==> config.mk <==
export PLATFORM = sky130hd
export DESIGN_NAME = uvtl_top
export DESIGN_NICKNAME = d
export VERILOG_FILES = /design/src/design/uvtl_top.v
export VERILOG_INCLUDE_DIRS = /design/src /design/src/design
export SDC_FILE = /design/constraint.sdc
export NUM_CORES = 2
export LEC_CHECK = 0
export ABC_AREA = 1
export BUFFER_PORTS_ARGS = -buffer_cell sky130_fd_sc_hd__buf_2
export CELL_PAD_IN_SITES_DETAIL_PLACEMENT = 0
export CELL_PAD_IN_SITES_GLOBAL_PLACEMENT = 1
export CORE_ASPECT_RATIO = 0.7
export CORE_MARGIN = 5
export CORE_UTILIZATION = 40
export DETAILED_ROUTE_END_ITERATION = 10
export GPL_ROUTABILITY_DRIVEN = 0
export GPL_TIMING_DRIVEN = 0
export PLACE_DENSITY_LB_ADDON = 0.1
export SLEW_MARGIN = 20
export SYNTH_ARGS = -nofsm -noshare
export SYNTH_HDL_FRONTEND = slang
export SYNTH_SLANG_ARGS = --single-unit
==> constraint.sdc <==
create_clock -name pclk -period 40.6 [get_ports pclk]
set_clock_uncertainty 0.1 [all_clocks]
set_input_delay 10.15 -clock pclk [delete_from_list [all_inputs] [get_ports pclk]]
set_output_delay 10.15 -clock pclk [all_outputs]
set_load 0.02 [all_outputs]
==> src/design/uvtl_regs.vh <==
// Register map, field layout, reset values and timing constants of the undervoltage/overload block
`ifndef UVTL_REGS_VH
`define UVTL_REGS_VH

// Clock rate and millisecond time base
`define UVTL_CLK_HZ          40000000
`define UVTL_TICK_HZ         1000
`define UVTL_MS_CYCLES       (`UVTL_CLK_HZ / `UVTL_TICK_HZ)

// Register byte offsets
`define UVTL_OFS_CTRL        8'h00
`define UVTL_OFS_UV_LIMIT    8'h04
`define UVTL_OFS_RELEASE     8'h08
`define UVTL_OFS_HOLD        8'h0C
`define UVTL_OFS_WARN_LEVEL  8'h10
`define UVTL_OFS_DERATING    8'h14
`define UVTL_OFS_STATUS      8'h18
`define UVTL_OFS_INT_STATUS  8'h1C
`define UVTL_OFS_INT_MASK    8'h20
`define UVTL_OFS_ALARM_LEVEL 8'h24

// Control register fields
`define UVTL_CTRL_MODE_LO    0
`define UVTL_CTRL_MODE_HI    1
`define UVTL_CTRL_RESTART    8
`define UVTL_CTRL_ALM_CLR    9

// Undervoltage handling modes
`define UVTL_MODE_OFF        2'h0
`define UVTL_MODE_HOST       2'h1
`define UVTL_MODE_INTERNAL   2'h2

// Reset values and ranges
`define UVTL_RST_UV_LIMIT    7'd50
`define UVTL_RST_RELEASE     10'd100
`define UVTL_RST_HOLD        10'd20
`define UVTL_RST_WARN_LEVEL  7'd20
`define UVTL_RST_DERATING    7'd100
`define UVTL_RST_ALARM_LEVEL 24'h00_2000
`define UVTL_PCT_MAX         7'd100
`define UVTL_DERATE_MIN      7'd10
`define UVTL_HOLD_MIN        10'd20
`define UVTL_TIME_MAX        10'd1000
`define UVTL_NORMAL_LIMIT    7'd100

// Fixed current levels, in motor current units
`define UVTL_BASE_CURRENT    16'h0400
`define UVTL_HIGH_LOAD_LEVEL 16'h0C00

// Interrupt status bits
`define UVTL_INT_UV          0
`define UVTL_INT_OL_WARN     1
`define UVTL_INT_OL_ALARM    2
`define UVTL_INT_POWER_TRIP  3
`define UVTL_INT_HIGH_ALARM  4
`define UVTL_INT_W           5

`endif

==> src/design/uvtl_top.v <==
// Undervoltage torque limit, power cut hold and overload timing with an APB register slave
// Notes on behaviour
// - The undervoltage mode selects off, warning with host limiting, or warning with internal limiting.
// - In internal mode the torque limit is clamped to the undervoltage limit while the warning stands.
// - After the warning clears in internal mode the limit returns to normal over 0 to 1000 ms, default 100.
// - The undervoltage torque limit spans 0 to 100 percent, default 50, and applies at once.
// - The overload warning rises at 1 to 100 percent, default 20, of the alarm detection time.
// - The warning output is asserted when the overload warning is detected.
// - Low-load overload accumulation starts above base current times the derating, 10 to 127 (values below 10 raised), on restart.
// - The warning point follows the alarm timing, so the derating also moves the warning.
// - The high-load alarm level and characteristic stay fixed whatever the settings.
// - Switching servo-on off cuts motor current at once regardless of the hold time.
// - A power cut shorter than the hold time is ridden through; a longer one cuts power and drops ready.
//
// Local design decisions: the APB slave port and the placing of the registers.
`timescale 1ns/100ps
`default_nettype none
`include "uvtl_regs.vh"

module uvtl_top
#(
	parameter MS_CYCLES = `UVTL_MS_CYCLES
)
(
	input  wire        pclk,
	input  wire        presetn,
	input  wire        clk_en,
	input  wire        psel,
	input  wire        penable,
	input  wire        pwrite,
	input  wire [7:0]  paddr,
	input  wire [31:0] pwdata,
	output reg  [31:0] prdata,
	output reg         pready,
	output reg         pslverr,
	input  wire        uv_detect,
	input  wire        main_power_ok,
	input  wire        servo_on,
	input  wire [15:0] motor_current,
	output reg  [6:0]  torque_limit,
	output reg         uv_warning,
	output reg         warn_out,
	output reg         ol_alarm_low,
	output reg         ol_alarm_high,
	output reg         servo_ready,
	output reg         motor_power_en,
	output reg         irq
);

	// Configuration registers
	reg  [1:0]  mode_pending;
	reg  [1:0]  mode_active;
	reg  [6:0]  uv_limit;
	reg  [9:0]  release_time;
	reg  [9:0]  hold_time;
	reg  [6:0]  warn_level;
	reg  [6:0]  derate_pending;
	reg  [6:0]  derate_active;
	reg  [23:0] alarm_level;
	reg  [`UVTL_INT_W-1:0] int_status;
	reg  [`UVTL_INT_W-1:0] int_mask;

	// Internal state
	reg  [15:0] ms_count;
	reg         ms_tick;
	reg         releasing;
	reg  [9:0]  release_elapsed;
	reg  [6:0]  release_start;
	reg  [9:0]  cut_elapsed;
	reg         power_tripped;
	reg  [23:0] ol_accum;

	wire        access   = psel & penable & pready;
	wire        wr_en    = access & pwrite;
	wire        rd_en    = access & ~pwrite;
	wire        hit_ctrl = (paddr == `UVTL_OFS_CTRL);

	// Saturating clamps; out-of-range writes are held, the clamp only acts on use
	wire [6:0]  uv_lim_c  = (uv_limit > `UVTL_PCT_MAX) ? `UVTL_PCT_MAX : uv_limit;
	wire [9:0]  rel_c     = (release_time > `UVTL_TIME_MAX) ? `UVTL_TIME_MAX : release_time;
	wire [9:0]  hold_c    = (hold_time < `UVTL_HOLD_MIN) ? `UVTL_HOLD_MIN :
	                        (hold_time > `UVTL_TIME_MAX) ? `UVTL_TIME_MAX : hold_time;
	wire [6:0]  wlev_c    = (warn_level == 7'd0) ? 7'd1 :
	                        (warn_level > `UVTL_PCT_MAX) ? `UVTL_PCT_MAX : warn_level;

	// Derated base current, fixed until the next restart
	wire [22:0] derate_prod = `UVTL_BASE_CURRENT * derate_active;
	wire [22:0] derate_quo = derate_prod / `UVTL_PCT_MAX;
	wire [15:0] derated_base = derate_quo[15:0]; // At most 127 percent of the base current, so the cut is lossless

	// Warning point scales with the alarm point, so any alarm timing change moves it too
	wire [30:0] warn_prod = alarm_level * wlev_c;
	wire [30:0] warn_quo = warn_prod / `UVTL_PCT_MAX;
	wire [23:0] warn_point = warn_quo[23:0]; // Never above the alarm level

	// Ramp value: start + span * elapsed / duration, monotonic in elapsed
	wire [6:0]  ramp_span = `UVTL_NORMAL_LIMIT - release_start;
	wire [16:0] ramp_prod = ramp_span * release_elapsed;
	wire [16:0] ramp_step = (rel_c == 10'd0) ? {10'd0, ramp_span} : ramp_prod / rel_c;
	wire [6:0]  ramp_value = release_start + ramp_step[6:0];

	wire        uv_now  = (mode_active != `UVTL_MODE_OFF) & uv_detect;
	wire [15:0] over    = motor_current - derated_base;
	wire        ol_warn_now  = (ol_accum >= warn_point);
	wire        ol_alarm_now = (ol_accum >= alarm_level);
	wire        high_now     = (motor_current >= `UVTL_HIGH_LOAD_LEVEL);

	wire [`UVTL_INT_W-1:0] events;
	wire [`UVTL_INT_W-1:0] clr_bits;
	assign events[`UVTL_INT_UV]         = uv_now & ~uv_warning;
	assign events[`UVTL_INT_OL_WARN]    = ol_warn_now & ~warn_out;
	assign events[`UVTL_INT_OL_ALARM]   = ol_alarm_now & ~ol_alarm_low;
	assign events[`UVTL_INT_POWER_TRIP] = ms_tick & ~main_power_ok & ~power_tripped &
	                                      (cut_elapsed + 10'd1 >= hold_c);
	assign events[`UVTL_INT_HIGH_ALARM] = high_now & ~ol_alarm_high;
	assign clr_bits = (wr_en && paddr == `UVTL_OFS_INT_STATUS) ? pwdata[`UVTL_INT_W-1:0] : 
	                  {`UVTL_INT_W{1'b0}};

	wire [`UVTL_INT_W-1:0] next_int_status;
	genvar gi;
	// Sticky bits: an event in the clearing cycle survives
	generate
		for (gi = 0; gi < `UVTL_INT_W; gi = gi + 1)
		begin : g_sticky
			assign next_int_status[gi] = events[gi] | (int_status[gi] & ~clr_bits[gi]);
		end
	endgenerate

	// APB answers one cycle into the access phase
	always @(posedge pclk or negedge presetn)
	begin
		if (!presetn)
			pready <= 1'b0;
		else if (clk_en)
			pready <= psel & penable & ~pready;
	end

	// Register writes and restart handling
	always @(posedge pclk or negedge presetn)
	begin
		if (!presetn)
		begin
			mode_pending   <= `UVTL_MODE_OFF;
			mode_active    <= `UVTL_MODE_OFF;
			uv_limit       <= `UVTL_RST_UV_LIMIT;
			release_time   <= `UVTL_RST_RELEASE;
			hold_time      <= `UVTL_RST_HOLD;
			warn_level     <= `UVTL_RST_WARN_LEVEL;
			derate_pending <= `UVTL_RST_DERATING;
			derate_active  <= `UVTL_RST_DERATING;
			alarm_level    <= `UVTL_RST_ALARM_LEVEL;
			int_mask       <= {`UVTL_INT_W{1'b0}};
		end
		else if (clk_en && wr_en)
		begin
			case (paddr)
				`UVTL_OFS_CTRL:
				begin
					mode_pending <= pwdata[`UVTL_CTRL_MODE_HI:`UVTL_CTRL_MODE_LO];
					if (pwdata[`UVTL_CTRL_RESTART])
					begin
						mode_active   <= pwdata[`UVTL_CTRL_MODE_HI:`UVTL_CTRL_MODE_LO];
						derate_active <= (derate_pending < `UVTL_DERATE_MIN) ?
						                 `UVTL_DERATE_MIN : derate_pending;
					end
				end
				`UVTL_OFS_UV_LIMIT:    uv_limit       <= pwdata[6:0];
				`UVTL_OFS_RELEASE:     release_time   <= pwdata[9:0];
				`UVTL_OFS_HOLD:        hold_time      <= pwdata[9:0];
				`UVTL_OFS_WARN_LEVEL:  warn_level     <= pwdata[6:0];
				`UVTL_OFS_DERATING:    derate_pending <= pwdata[6:0];
				`UVTL_OFS_INT_MASK:    int_mask       <= pwdata[`UVTL_INT_W-1:0];
				`UVTL_OFS_ALARM_LEVEL: alarm_level    <= pwdata[23:0];
				default:               int_mask       <= int_mask;
			endcase
		end
	end

	// Read mux and error answer for unmapped addresses
	always @(posedge pclk or negedge presetn)
	begin
		if (!presetn)
		begin
			prdata  <= 32'h0000_0000;
			pslverr <= 1'b0;
		end
		else if (clk_en)
		begin
			pslverr <= 1'b0;
			if (psel && penable && !pready)
			begin
				prdata <= 32'h0000_0000;
				case (paddr)
					`UVTL_OFS_CTRL:        prdata[1:0]  <= mode_pending;
					`UVTL_OFS_UV_LIMIT:    prdata[6:0]  <= uv_limit;
					`UVTL_OFS_RELEASE:     prdata[9:0]  <= release_time;
					`UVTL_OFS_HOLD:        prdata[9:0]  <= hold_time;
					`UVTL_OFS_WARN_LEVEL:  prdata[6:0]  <= warn_level;
					`UVTL_OFS_DERATING:    prdata[6:0]  <= derate_pending;
					`UVTL_OFS_STATUS:      prdata[31:0] <= {derate_active, mode_active, releasing,
					                                        torque_limit, 9'h000, ol_alarm_high,
					                                        power_tripped, servo_ready,
					                                        ol_alarm_low, warn_out, uv_warning};
					`UVTL_OFS_INT_STATUS:  prdata[`UVTL_INT_W-1:0] <= int_status;
					`UVTL_OFS_INT_MASK:    prdata[`UVTL_INT_W-1:0] <= int_mask;
					`UVTL_OFS_ALARM_LEVEL: prdata[23:0] <= alarm_level;
					default:               pslverr      <= 1'b1;
				endcase
			end
		end
	end

	// Millisecond time base; long count is a parameter so benches can shorten it
	always @(posedge pclk or negedge presetn)
	begin
		if (!presetn)
		begin
			ms_count <= 16'h0000;
			ms_tick  <= 1'b0;
		end
		else if (clk_en)
		begin
			ms_tick <= (ms_count == MS_CYCLES[15:0] - 16'h0001);
			if (ms_count == MS_CYCLES[15:0] - 16'h0001)
				ms_count <= 16'h0000;
			else
				ms_count <= ms_count + 16'h0001;
		end
	end

	// Undervoltage warning and torque limit with timed release
	always @(posedge pclk or negedge presetn)
	begin
		if (!presetn)
		begin
			uv_warning      <= 1'b0;
			releasing       <= 1'b0;
			release_elapsed <= 10'd0;
			release_start   <= `UVTL_NORMAL_LIMIT;
			torque_limit    <= `UVTL_NORMAL_LIMIT;
		end
		else if (clk_en)
		begin
			uv_warning <= uv_now;
			if (mode_active != `UVTL_MODE_INTERNAL)
			begin
				// Host mode leaves limiting to the host controller
				releasing    <= 1'b0;
				torque_limit <= `UVTL_NORMAL_LIMIT;
			end
			else if (uv_now)
			begin
				releasing       <= 1'b0;
				release_elapsed <= 10'd0;
				release_start   <= uv_lim_c;
				torque_limit    <= uv_lim_c;
			end
			else if (uv_warning)
			begin
				// Warning just cleared: start the ramp from the clamp value
				releasing       <= (rel_c != 10'd0);
				release_elapsed <= 10'd0;
				torque_limit    <= (rel_c == 10'd0) ? `UVTL_NORMAL_LIMIT : release_start;
			end
			else if (releasing)
			begin
				torque_limit <= ramp_value;
				if (ms_tick)
				begin
					release_elapsed <= release_elapsed + 10'd1;
					if (release_elapsed + 10'd1 >= rel_c)
						releasing <= 1'b0;
				end
			end
			else
				torque_limit <= `UVTL_NORMAL_LIMIT;
		end
	end

	// Power cut hold timer, servo-on gating and ready
	always @(posedge pclk or negedge presetn)
	begin
		if (!presetn)
		begin
			cut_elapsed    <= 10'd0;
			power_tripped  <= 1'b0;
			servo_ready    <= 1'b0;
			motor_power_en <= 1'b0;
		end
		else if (clk_en)
		begin
			if (main_power_ok)
			begin
				cut_elapsed   <= 10'd0;
				power_tripped <= 1'b0;
			end
			else if (ms_tick && !power_tripped)
			begin
				cut_elapsed <= cut_elapsed + 10'd1;
				if (cut_elapsed + 10'd1 >= hold_c)
					power_tripped <= 1'b1;
			end
			servo_ready    <= ~power_tripped & ~events[`UVTL_INT_POWER_TRIP] &
			                  ~ol_alarm_low & ~ol_alarm_high;
			// Servo-off cuts current at once, the hold timer never delays it
			motor_power_en <= servo_on & ~power_tripped & ~events[`UVTL_INT_POWER_TRIP] &
			                  ~ol_alarm_low & ~ol_alarm_high;
		end
	end

	// Overload accumulation against the derated base current
	always @(posedge pclk or negedge presetn)
	begin
		if (!presetn)
		begin
			ol_accum      <= 24'h00_0000;
			warn_out      <= 1'b0;
			ol_alarm_low  <= 1'b0;
			ol_alarm_high <= 1'b0;
		end
		else if (clk_en)
		begin
			if (ms_tick)
			begin
				if (motor_current > derated_base)
					ol_accum <= (ol_accum + {8'h00, over} < ol_accum) ? 24'hFF_FFFF :
					            ol_accum + {8'h00, over};
				else if (ol_accum != 24'h00_0000)
					ol_accum <= ol_accum - 24'h00_0001; // Slow cool-down
			end
			warn_out <= ol_warn_now;
			if (wr_en && hit_ctrl && pwdata[`UVTL_CTRL_ALM_CLR])
			begin
				ol_alarm_low  <= ol_alarm_now;
				ol_alarm_high <= high_now;
			end
			else
			begin
				ol_alarm_low  <= ol_alarm_low | ol_alarm_now;
				ol_alarm_high <= ol_alarm_high | high_now;
			end
		end
	end

	// Interrupt status and level output
	always @(posedge pclk or negedge presetn)
	begin
		if (!presetn)
		begin
			int_status <= {`UVTL_INT_W{1'b0}};
			irq        <= 1'b0;
		end
		else if (clk_en)
		begin
			int_status <= next_int_status;
			irq        <= |(next_int_status & int_mask);
		end
	end

endmodule
`default_nettype wire

Word level (Yosys, flattened, before mapping)
Cells that the tools add are included.
{ "word_totals": {"ff_bits": 204, "out_inout_bits": 48, "input_bits": 65} }
{ "classes": {"n_eq_ne": 11, "n_addsub": 8, "order_cmp": 13, "mul": 2, "n_bitwise": 46, "n_mux": 43, "div_mod_pow": 3, "n_reduce_logical": 37} }
{ "op_table": {"columns": ["op", "n"], "rows": [
  ["10-bit two-way mux", 9],
  ["24-bit two-way mux", 3],
  ["7-bit two-way mux", 10],
  ["24-bit greater-or-equal comparator", 2],
  ["8-bit by 5-bit == test with 1-bit output (second input constant)", 4],
  ["31-bit by 7-bit divider with 31-bit output (second input constant)", 1],
  ["24-bit by 7-bit multiplier with 31-bit output", 1],
  ["14-bit one-hot mux with 2 select lines", 1],
  ["3-bit one-hot mux with 9 select lines", 1],
  ["24-bit by 16-bit adder with 24-bit output", 1],
  ["1-bit AND", 24],
  ["24-bit less-than comparator", 1],
  ["24-bit nonzero test", 1],
  ["24-bit by 1-bit subtractor with 24-bit output (second input constant)", 1],
  ["17-bit by 7-bit divider with 23-bit output (second input constant)", 1],
  ["10-bit by 1-bit adder with 10-bit output (second input constant)", 2],
  ["10-bit greater-or-equal comparator", 2],
  ["10-bit greater-than comparator (second input constant)", 2],
  ["2-bit one-hot mux with 10 select lines", 1],
  ["2-bit AND reduction", 10],
  ["17-bit by 10-bit divider with 17-bit output", 1],
  ["7-bit by 10-bit multiplier with 17-bit output", 1],
  ["16-bit by 1-bit adder with 16-bit output (second input constant)", 1],
  ["16-bit == test (second input constant)", 1],
  ["other kinds (33)", 81]
]} }

Longest topological paths before layout
{ "depth": {"word_depth": 10, "depth_mapped": 274} }

Worst setup path after synthesis
OpenSTA, ideal clock, no wires.
{ "synth_timing": {"path_type": "register to register", "start": "reg release_start[0]", "end": "reg torque_limit[5]", "t_arrival_ns": 37.737, "path_buffers": 13, "setup_ns": 0.104, "t_required_ns": 40.396, "setup_slack_ns": 2.659, "stages_incl_launch_ff": 258, "cell_sequence": "dfrtp_1 inv_1 ha_1 or2_2 nand3_1 nand2_1 xor2_1 nand2_1 fa_1 fa_1 fa_1 inv_1 fa_1 ha_1 a21oi_1 o21bai_1 a21o_1 a21oi_1 (+222 left out) o211ai_1 nor4_1 o2111ai_1 o32ai_1 inv_1 ha_1 inv_1 nor2_1 a211oi_1 nor2_1 nor2_1 inv_1 a21oi_1 o21ai_0 a21oi_1 o221ai_1 nand2_1 o311ai_0"} }
{ "synth_between": {"elab_chain_len": 9} }
{ "synth_lines": {"columns": ["item", "line", "rtl"], "rows": [
  ["start: declaration", "uvtl_top.v:68", "reg [6:0] release_start;"],
  ["start signal: assignment", "uvtl_top.v:239", "release_start <= `UVTL_NORMAL_LIMIT;"],
  ["start signal: assignment", "uvtl_top.v:255", "release_start <= uv_lim_c;"],
  ["7-bit subtractor (no source line)", null, null],
  ["7-bit by 10-bit multiplier with 17-bit output", "uvtl_top.v:98", "wire [16:0] ramp_prod = ramp_span * release_elapsed;"],
  ["17-bit by 10-bit divider with 17-bit output", "uvtl_top.v:99", "wire [16:0] ramp_step = (rel_c == 10'd0) ? {10'd0, ramp_span} : ramp_prod / rel_c;"],
  ["7-bit two-way mux", "uvtl_top.v:99", null],
  ["7-bit adder *", "uvtl_top.v:100", "wire [6:0] ramp_value = release_start + ramp_step[6:0];"],
  ["7-bit two-way mux *", "uvtl_top.v:265", "else if (releasing)"],
  ["7-bit two-way mux *", "uvtl_top.v:258", "else if (uv_warning)"],
  ["7-bit two-way mux *", "uvtl_top.v:251", "else if (uv_now)"],
  ["7-bit two-way mux *", "uvtl_top.v:245", "if (mode_active != `UVTL_MODE_INTERNAL)"],
  ["end signal: assignment", "uvtl_top.v:249", "torque_limit <= `UVTL_NORMAL_LIMIT;"],
  ["end signal: assignment", "uvtl_top.v:256", "torque_limit <= uv_lim_c;"],
  ["end signal: assignment", "uvtl_top.v:267", "torque_limit <= ramp_value;"],
  ["end: declaration", "uvtl_top.v:40", "output reg [6:0] torque_limit,"]
]} }
Every way passes the cells marked *; elsewhere a longest branch is shown, timed or not.
A chain may end at the register's enable or synchronous reset.

Final worst setup path
{ "layout_timing": {"start": "reg release_start[1]", "end": "reg torque_limit[5]"} }
The elaborated chain is that of the path after synthesis.

==> load_flow_metrics.sql <==
INSERT INTO impl_metrics (metric_group, metric, value, unit) VALUES
('global_route', 'overflow', '0', ''),
('status', 'result_of_the_run', 'finished clean', ''),
('worst_hold_path', 'hold_path.startpoint', 'prdata[28]', ''),
('clock_tree', 'cts_made_buffers', '25', ''),
('clock_tree', 'clock_tree.buffer_depth', '3', ''),
('placed_design', 'dpl.hpwl', '86600', 'um'),
('critical_path', 'critical_path.max_stage_delay', '0.56', 'ns'),
('critical_path', 'critical_path_arrival', '38.16', 'ns'),
('logic_synthesis', 'synth_area_leader_cell', 'sky130_fd_sc_hd__dfrtp_1', ''),
('clock_tree', 'cts_tree', 'done', ''),
('floorplanning', 'initial_core_util', '0.405', ''),
('worst_hold_path', 'holdPathEnd', 'prdata[28]', ''),
('floorplanning', 'row_count', '86', ''),
('detailed_routing', 'wl_per_cell', '17.3', 'um'),
('global_route', 'antenna_found_initial', '1', ''),
('timing', 'worst_pin_slew', '1.18', 'ns'),
('detailed_routing', 'finalWirelength', '105000', 'um'),
('critical_path', 'critical-path-slowest-cell', 'sky130_fd_sc_hd__fa_1', ''),
('flow_run', 'max_cap_viol_count', '0', ''),
('global_route', 'grt_start_max_net_pins', '90', ''),
('timing', 'worst_slew_margin_rel', '0.216', ''),
('floorplanning', 'die_h', '247', 'um'),
('layout', 'final_common_cell', 'sky130_fd_sc_hd__nand2_1', ''),
('logic_synthesis', 'post-synth-top-area-fraction', '0.142', ''),
('logic_synthesis', 'yosysWarnings', '0', ''),
('layout', 'insertedDiodeCount', '0', ''),
('timing', 'timing.fmax', '26.5', 'MHz'),
('timing', 'total_count_of_hold_check_failures_in_the_final_report', '0', ''),
('logic_synthesis', 'yosysUniqueCellTypes', '68', ''),
('global_route', 'grt_pass1_wl', '166000', 'um'),
('critical_path', 'path_max_fanout', '10', ''),
('global_route', 'groute.usage.overall', '0.240', ''),
('logic_synthesis', 'asyncSetResetFlopFracSynth', '1.00', ''),
('timing', 'final-setup-viol-count', '0', ''),
('floorplanning', 'io_pins', '113', ''),
('layout', 'nets', '5529', ''),
('worst_hold_path', 'timing.hold.worst.class', 'reg2reg', ''),
('logic_synthesis', 'synth_cells', '4765', ''),
('critical_path', 'crit_reg_reg_startpoint', 'release_start[1]', ''),
('logic_synthesis', 'yosysSeqAreaShare', '0.160', ''),
('critical_path', 'critical_path_buf_inv_count', '46', ''),
('critical_path', 'critPathRequiredTime', '40.97', 'ns'),
('critical_path', 'timing.critical_path.to_type', 'register', ''),
('detailed_routing', 'vias', '31000', ''),
('layout', 'fillerInstances', '8353', ''),
('layout', 'sequential_cell_area', '5130', 'sq um'),
('layout', 'layout-drive-gt1-share', '0.124', ''),
('timing', 'post-route-period-util', '0.931', ''),
('layout', 'area.growth.synth_to_final', '12.7', '%'),
('critical_path', 'r2r_setup_slack', '2.80', 'ns'),
('critical_path', 'timing_worst_setup_path_type', 'reg2reg', ''),
('critical_path', 'cp_top_family', 'compound AO/OA/AOI/OAI gates', ''),
('detailed_routing', 'drc_errors', '0', ''),
('worst_hold_path', 'timing.hold.worst_path_depth', '2', ''),
('logic_synthesis', 'number_of_synthesized_flops_with_an_enable_pin', '0', ''),
('detailed_routing', 'drt-pass1-iter-count', '7', ''),
('logic_synthesis', 'syn-mean-instance-area', '6.71', 'sq um'),
('logic_synthesis', 'synth_area', '32000', 'sq um'),
('floorplanning', 'placeableCoreArea', '79000', 'sq um'),
('detailed_routing', 'ant_nets', '0', ''),
('clock_tree', 'cts.hold.buffers_added', '0', ''),
('critical_path', 'crit_cells', '264', ''),
('clock_tree', 'clk_pin_slew_worst_paths', '0.06', 'ns'),
('logic_synthesis', 'ys_seq_elements', '204', ''),
('layout', 'multi_input_comb_area', '23800', 'sq um'),
('critical_path', 'critPathMostFrequentCell', 'sky130_fd_sc_hd__nand2_1', ''),
('critical_path', 'critPathLaunchType', 'register', ''),
('clock_tree', 'ctsRootBufferMaster', 'sky130_fd_sc_hd__clkbuf_16', ''),
('clock_tree', 'clock-sinks', '204', ''),
('logic_synthesis', 'synth_area_leaders', 'sky130_fd_sc_hd__dfrtp_1 (14%), sky130_fd_sc_hd__ha_1 (13%), sky130_fd_sc_hd__nand2_1 (13%)', ''),
('clock_tree', 'later_pin_clock_latency_in_the_skew_report', '0.57', 'ns');
metrics by stage:
| stage | area (sq um) | TNS (ns) | worst slack (ns) | std cells | hold WS (ns) |
|---|---|---|---|---|---|
| 3_3_place_gp | 33800 | -44.89 | -6.86 | 5925 | 0.362 |
| 4_1_cts | 35200 | 0 | 0.0206 | 5986 | 0.380 |
| 3_5_place_dp | 33900 | -45.79 | -7.01 | 5929 | 0.365 |
| 6_report | 36100 | 0 | 2.80 | 6044 | 0.379 |
| 5_1_grt | 36100 | -0.324 | -0.211 | 6044 | 0.400 |
| 2_1_floorplan | 32000 | 0 | 2.66 | 4765 | 0.353 |
synth_stat cells (21+ instances only):
| library cell | instances |
|---|---|
| sky130_fd_sc_hd__a21o_1 | 37 |
| sky130_fd_sc_hd__a21oi_1 | 218 |
| sky130_fd_sc_hd__a31oi_1 | 21 |
| sky130_fd_sc_hd__clkbuf_1 | 77 |
| sky130_fd_sc_hd__dfrtp_1 | 181 |
| sky130_fd_sc_hd__dfstp_2 | 23 |
| sky130_fd_sc_hd__fa_1 | 151 |
| sky130_fd_sc_hd__ha_1 | 344 |
| sky130_fd_sc_hd__inv_1 | 821 |
| sky130_fd_sc_hd__inv_2 | 33 |
| sky130_fd_sc_hd__nand2_1 | 1118 |
| sky130_fd_sc_hd__nand2_2 | 104 |
| sky130_fd_sc_hd__nand2_4 | 32 |
| sky130_fd_sc_hd__nand3_1 | 189 |
| sky130_fd_sc_hd__nand4_1 | 66 |
| sky130_fd_sc_hd__nor2_1 | 404 |
| sky130_fd_sc_hd__nor3_1 | 58 |
| sky130_fd_sc_hd__o21a_1 | 27 |
| sky130_fd_sc_hd__o21ai_0 | 318 |
| sky130_fd_sc_hd__o21bai_1 | 25 |
| sky130_fd_sc_hd__o22ai_1 | 38 |
| sky130_fd_sc_hd__o31ai_1 | 24 |
| sky130_fd_sc_hd__xnor2_1 | 79 |
| sky130_fd_sc_hd__xor2_1 | 130 |
state kept, by name, indices dropped and copies added (netlist names), 2 cells and up:
| name | cells |
|---|---|
| release_elapsed | 10 |
| cut_elapsed | 10 |
| hold_time | 10 |
| ol_accum | 24 |
| int_mask | 5 |
| derate_pending | 7 |
| release_start | 7 |
| warn_level | 7 |
| mode_active | 2 |
| torque_limit | 7 |
| prdata | 32 |
| uv_limit | 7 |
| int_status | 5 |
| ms_count | 16 |
| release_time | 10 |
| derate_active | 7 |
| mode_pending | 2 |
| alarm_level | 24 |
worst register-to-register path: cells and delay by family (launching register included):
family	cells	cell delay, ns
compound gates	104	15.88
xor+xnor	2	0.42
fa+ha+maj	24	7.70
buf+inv	46	4.46
flops	1	0.36
simple gates	88	8.74
timing repair:
action / in CTS / in global routing
pin swaps: 14 / 66
gates resized for setup: 85 / 122
setup endpoints to repair: 7 / 7
gates cloned: 0 / 1
buffers inserted: 11 / 58
worst max path at each step:
stage	slack [ns]	to
finish	2.80	torque_limit[5]
global route	-0.21	torque_limit[5]
CTS	0.02	torque_limit[5]
detailed placement	-7.01	torque_limit[5]
global placement	-6.86	torque_limit[5]
floorplan	2.66	torque_limit[5]
kinds of logic after synthesis:
group / Yosys count / synth area share
fa+ha+maj: 495 / 0.229
compound gates: 819 / 0.150
simple gates: 2080 / 0.291
flops: 204 / 0.160
mux: 1 / 0.000352
buf+inv: 957 / 0.112
xor+xnor: 209 / 0.0572
cell type report:
class | instances | area share
Multi-Input combinational cell | 3604 | 0.660
Sequential cell | 204 | 0.142
Inverter | 876 | 0.0920
Tap cell | 1056 | 0.0367
Timing Repair Buffer | 178 | 0.0319
Clock buffer | 30 | 0.0187
Buffer | 80 | 0.0118
Clock inverter | 16 | 0.00677
layer usage:
| metal | GRT usage | up-vias | share of wire |
|---|---|---|---|
| li1 | - | 15800 | - |
| met1 | 0.407 | 14300 | 0.55 |
| met2 | 0.308 | 801 | 0.35 |
| met3 | 0.0543 | 53 | 0.083 |
| met4 | 0.0197 | 0 | 0.0078 |
| met5 | 0 | - | 0 |
Power is left out: the tool's default activity adds up to more than one toggle a clock period on the data nets, which glitch-free logic cannot reach.
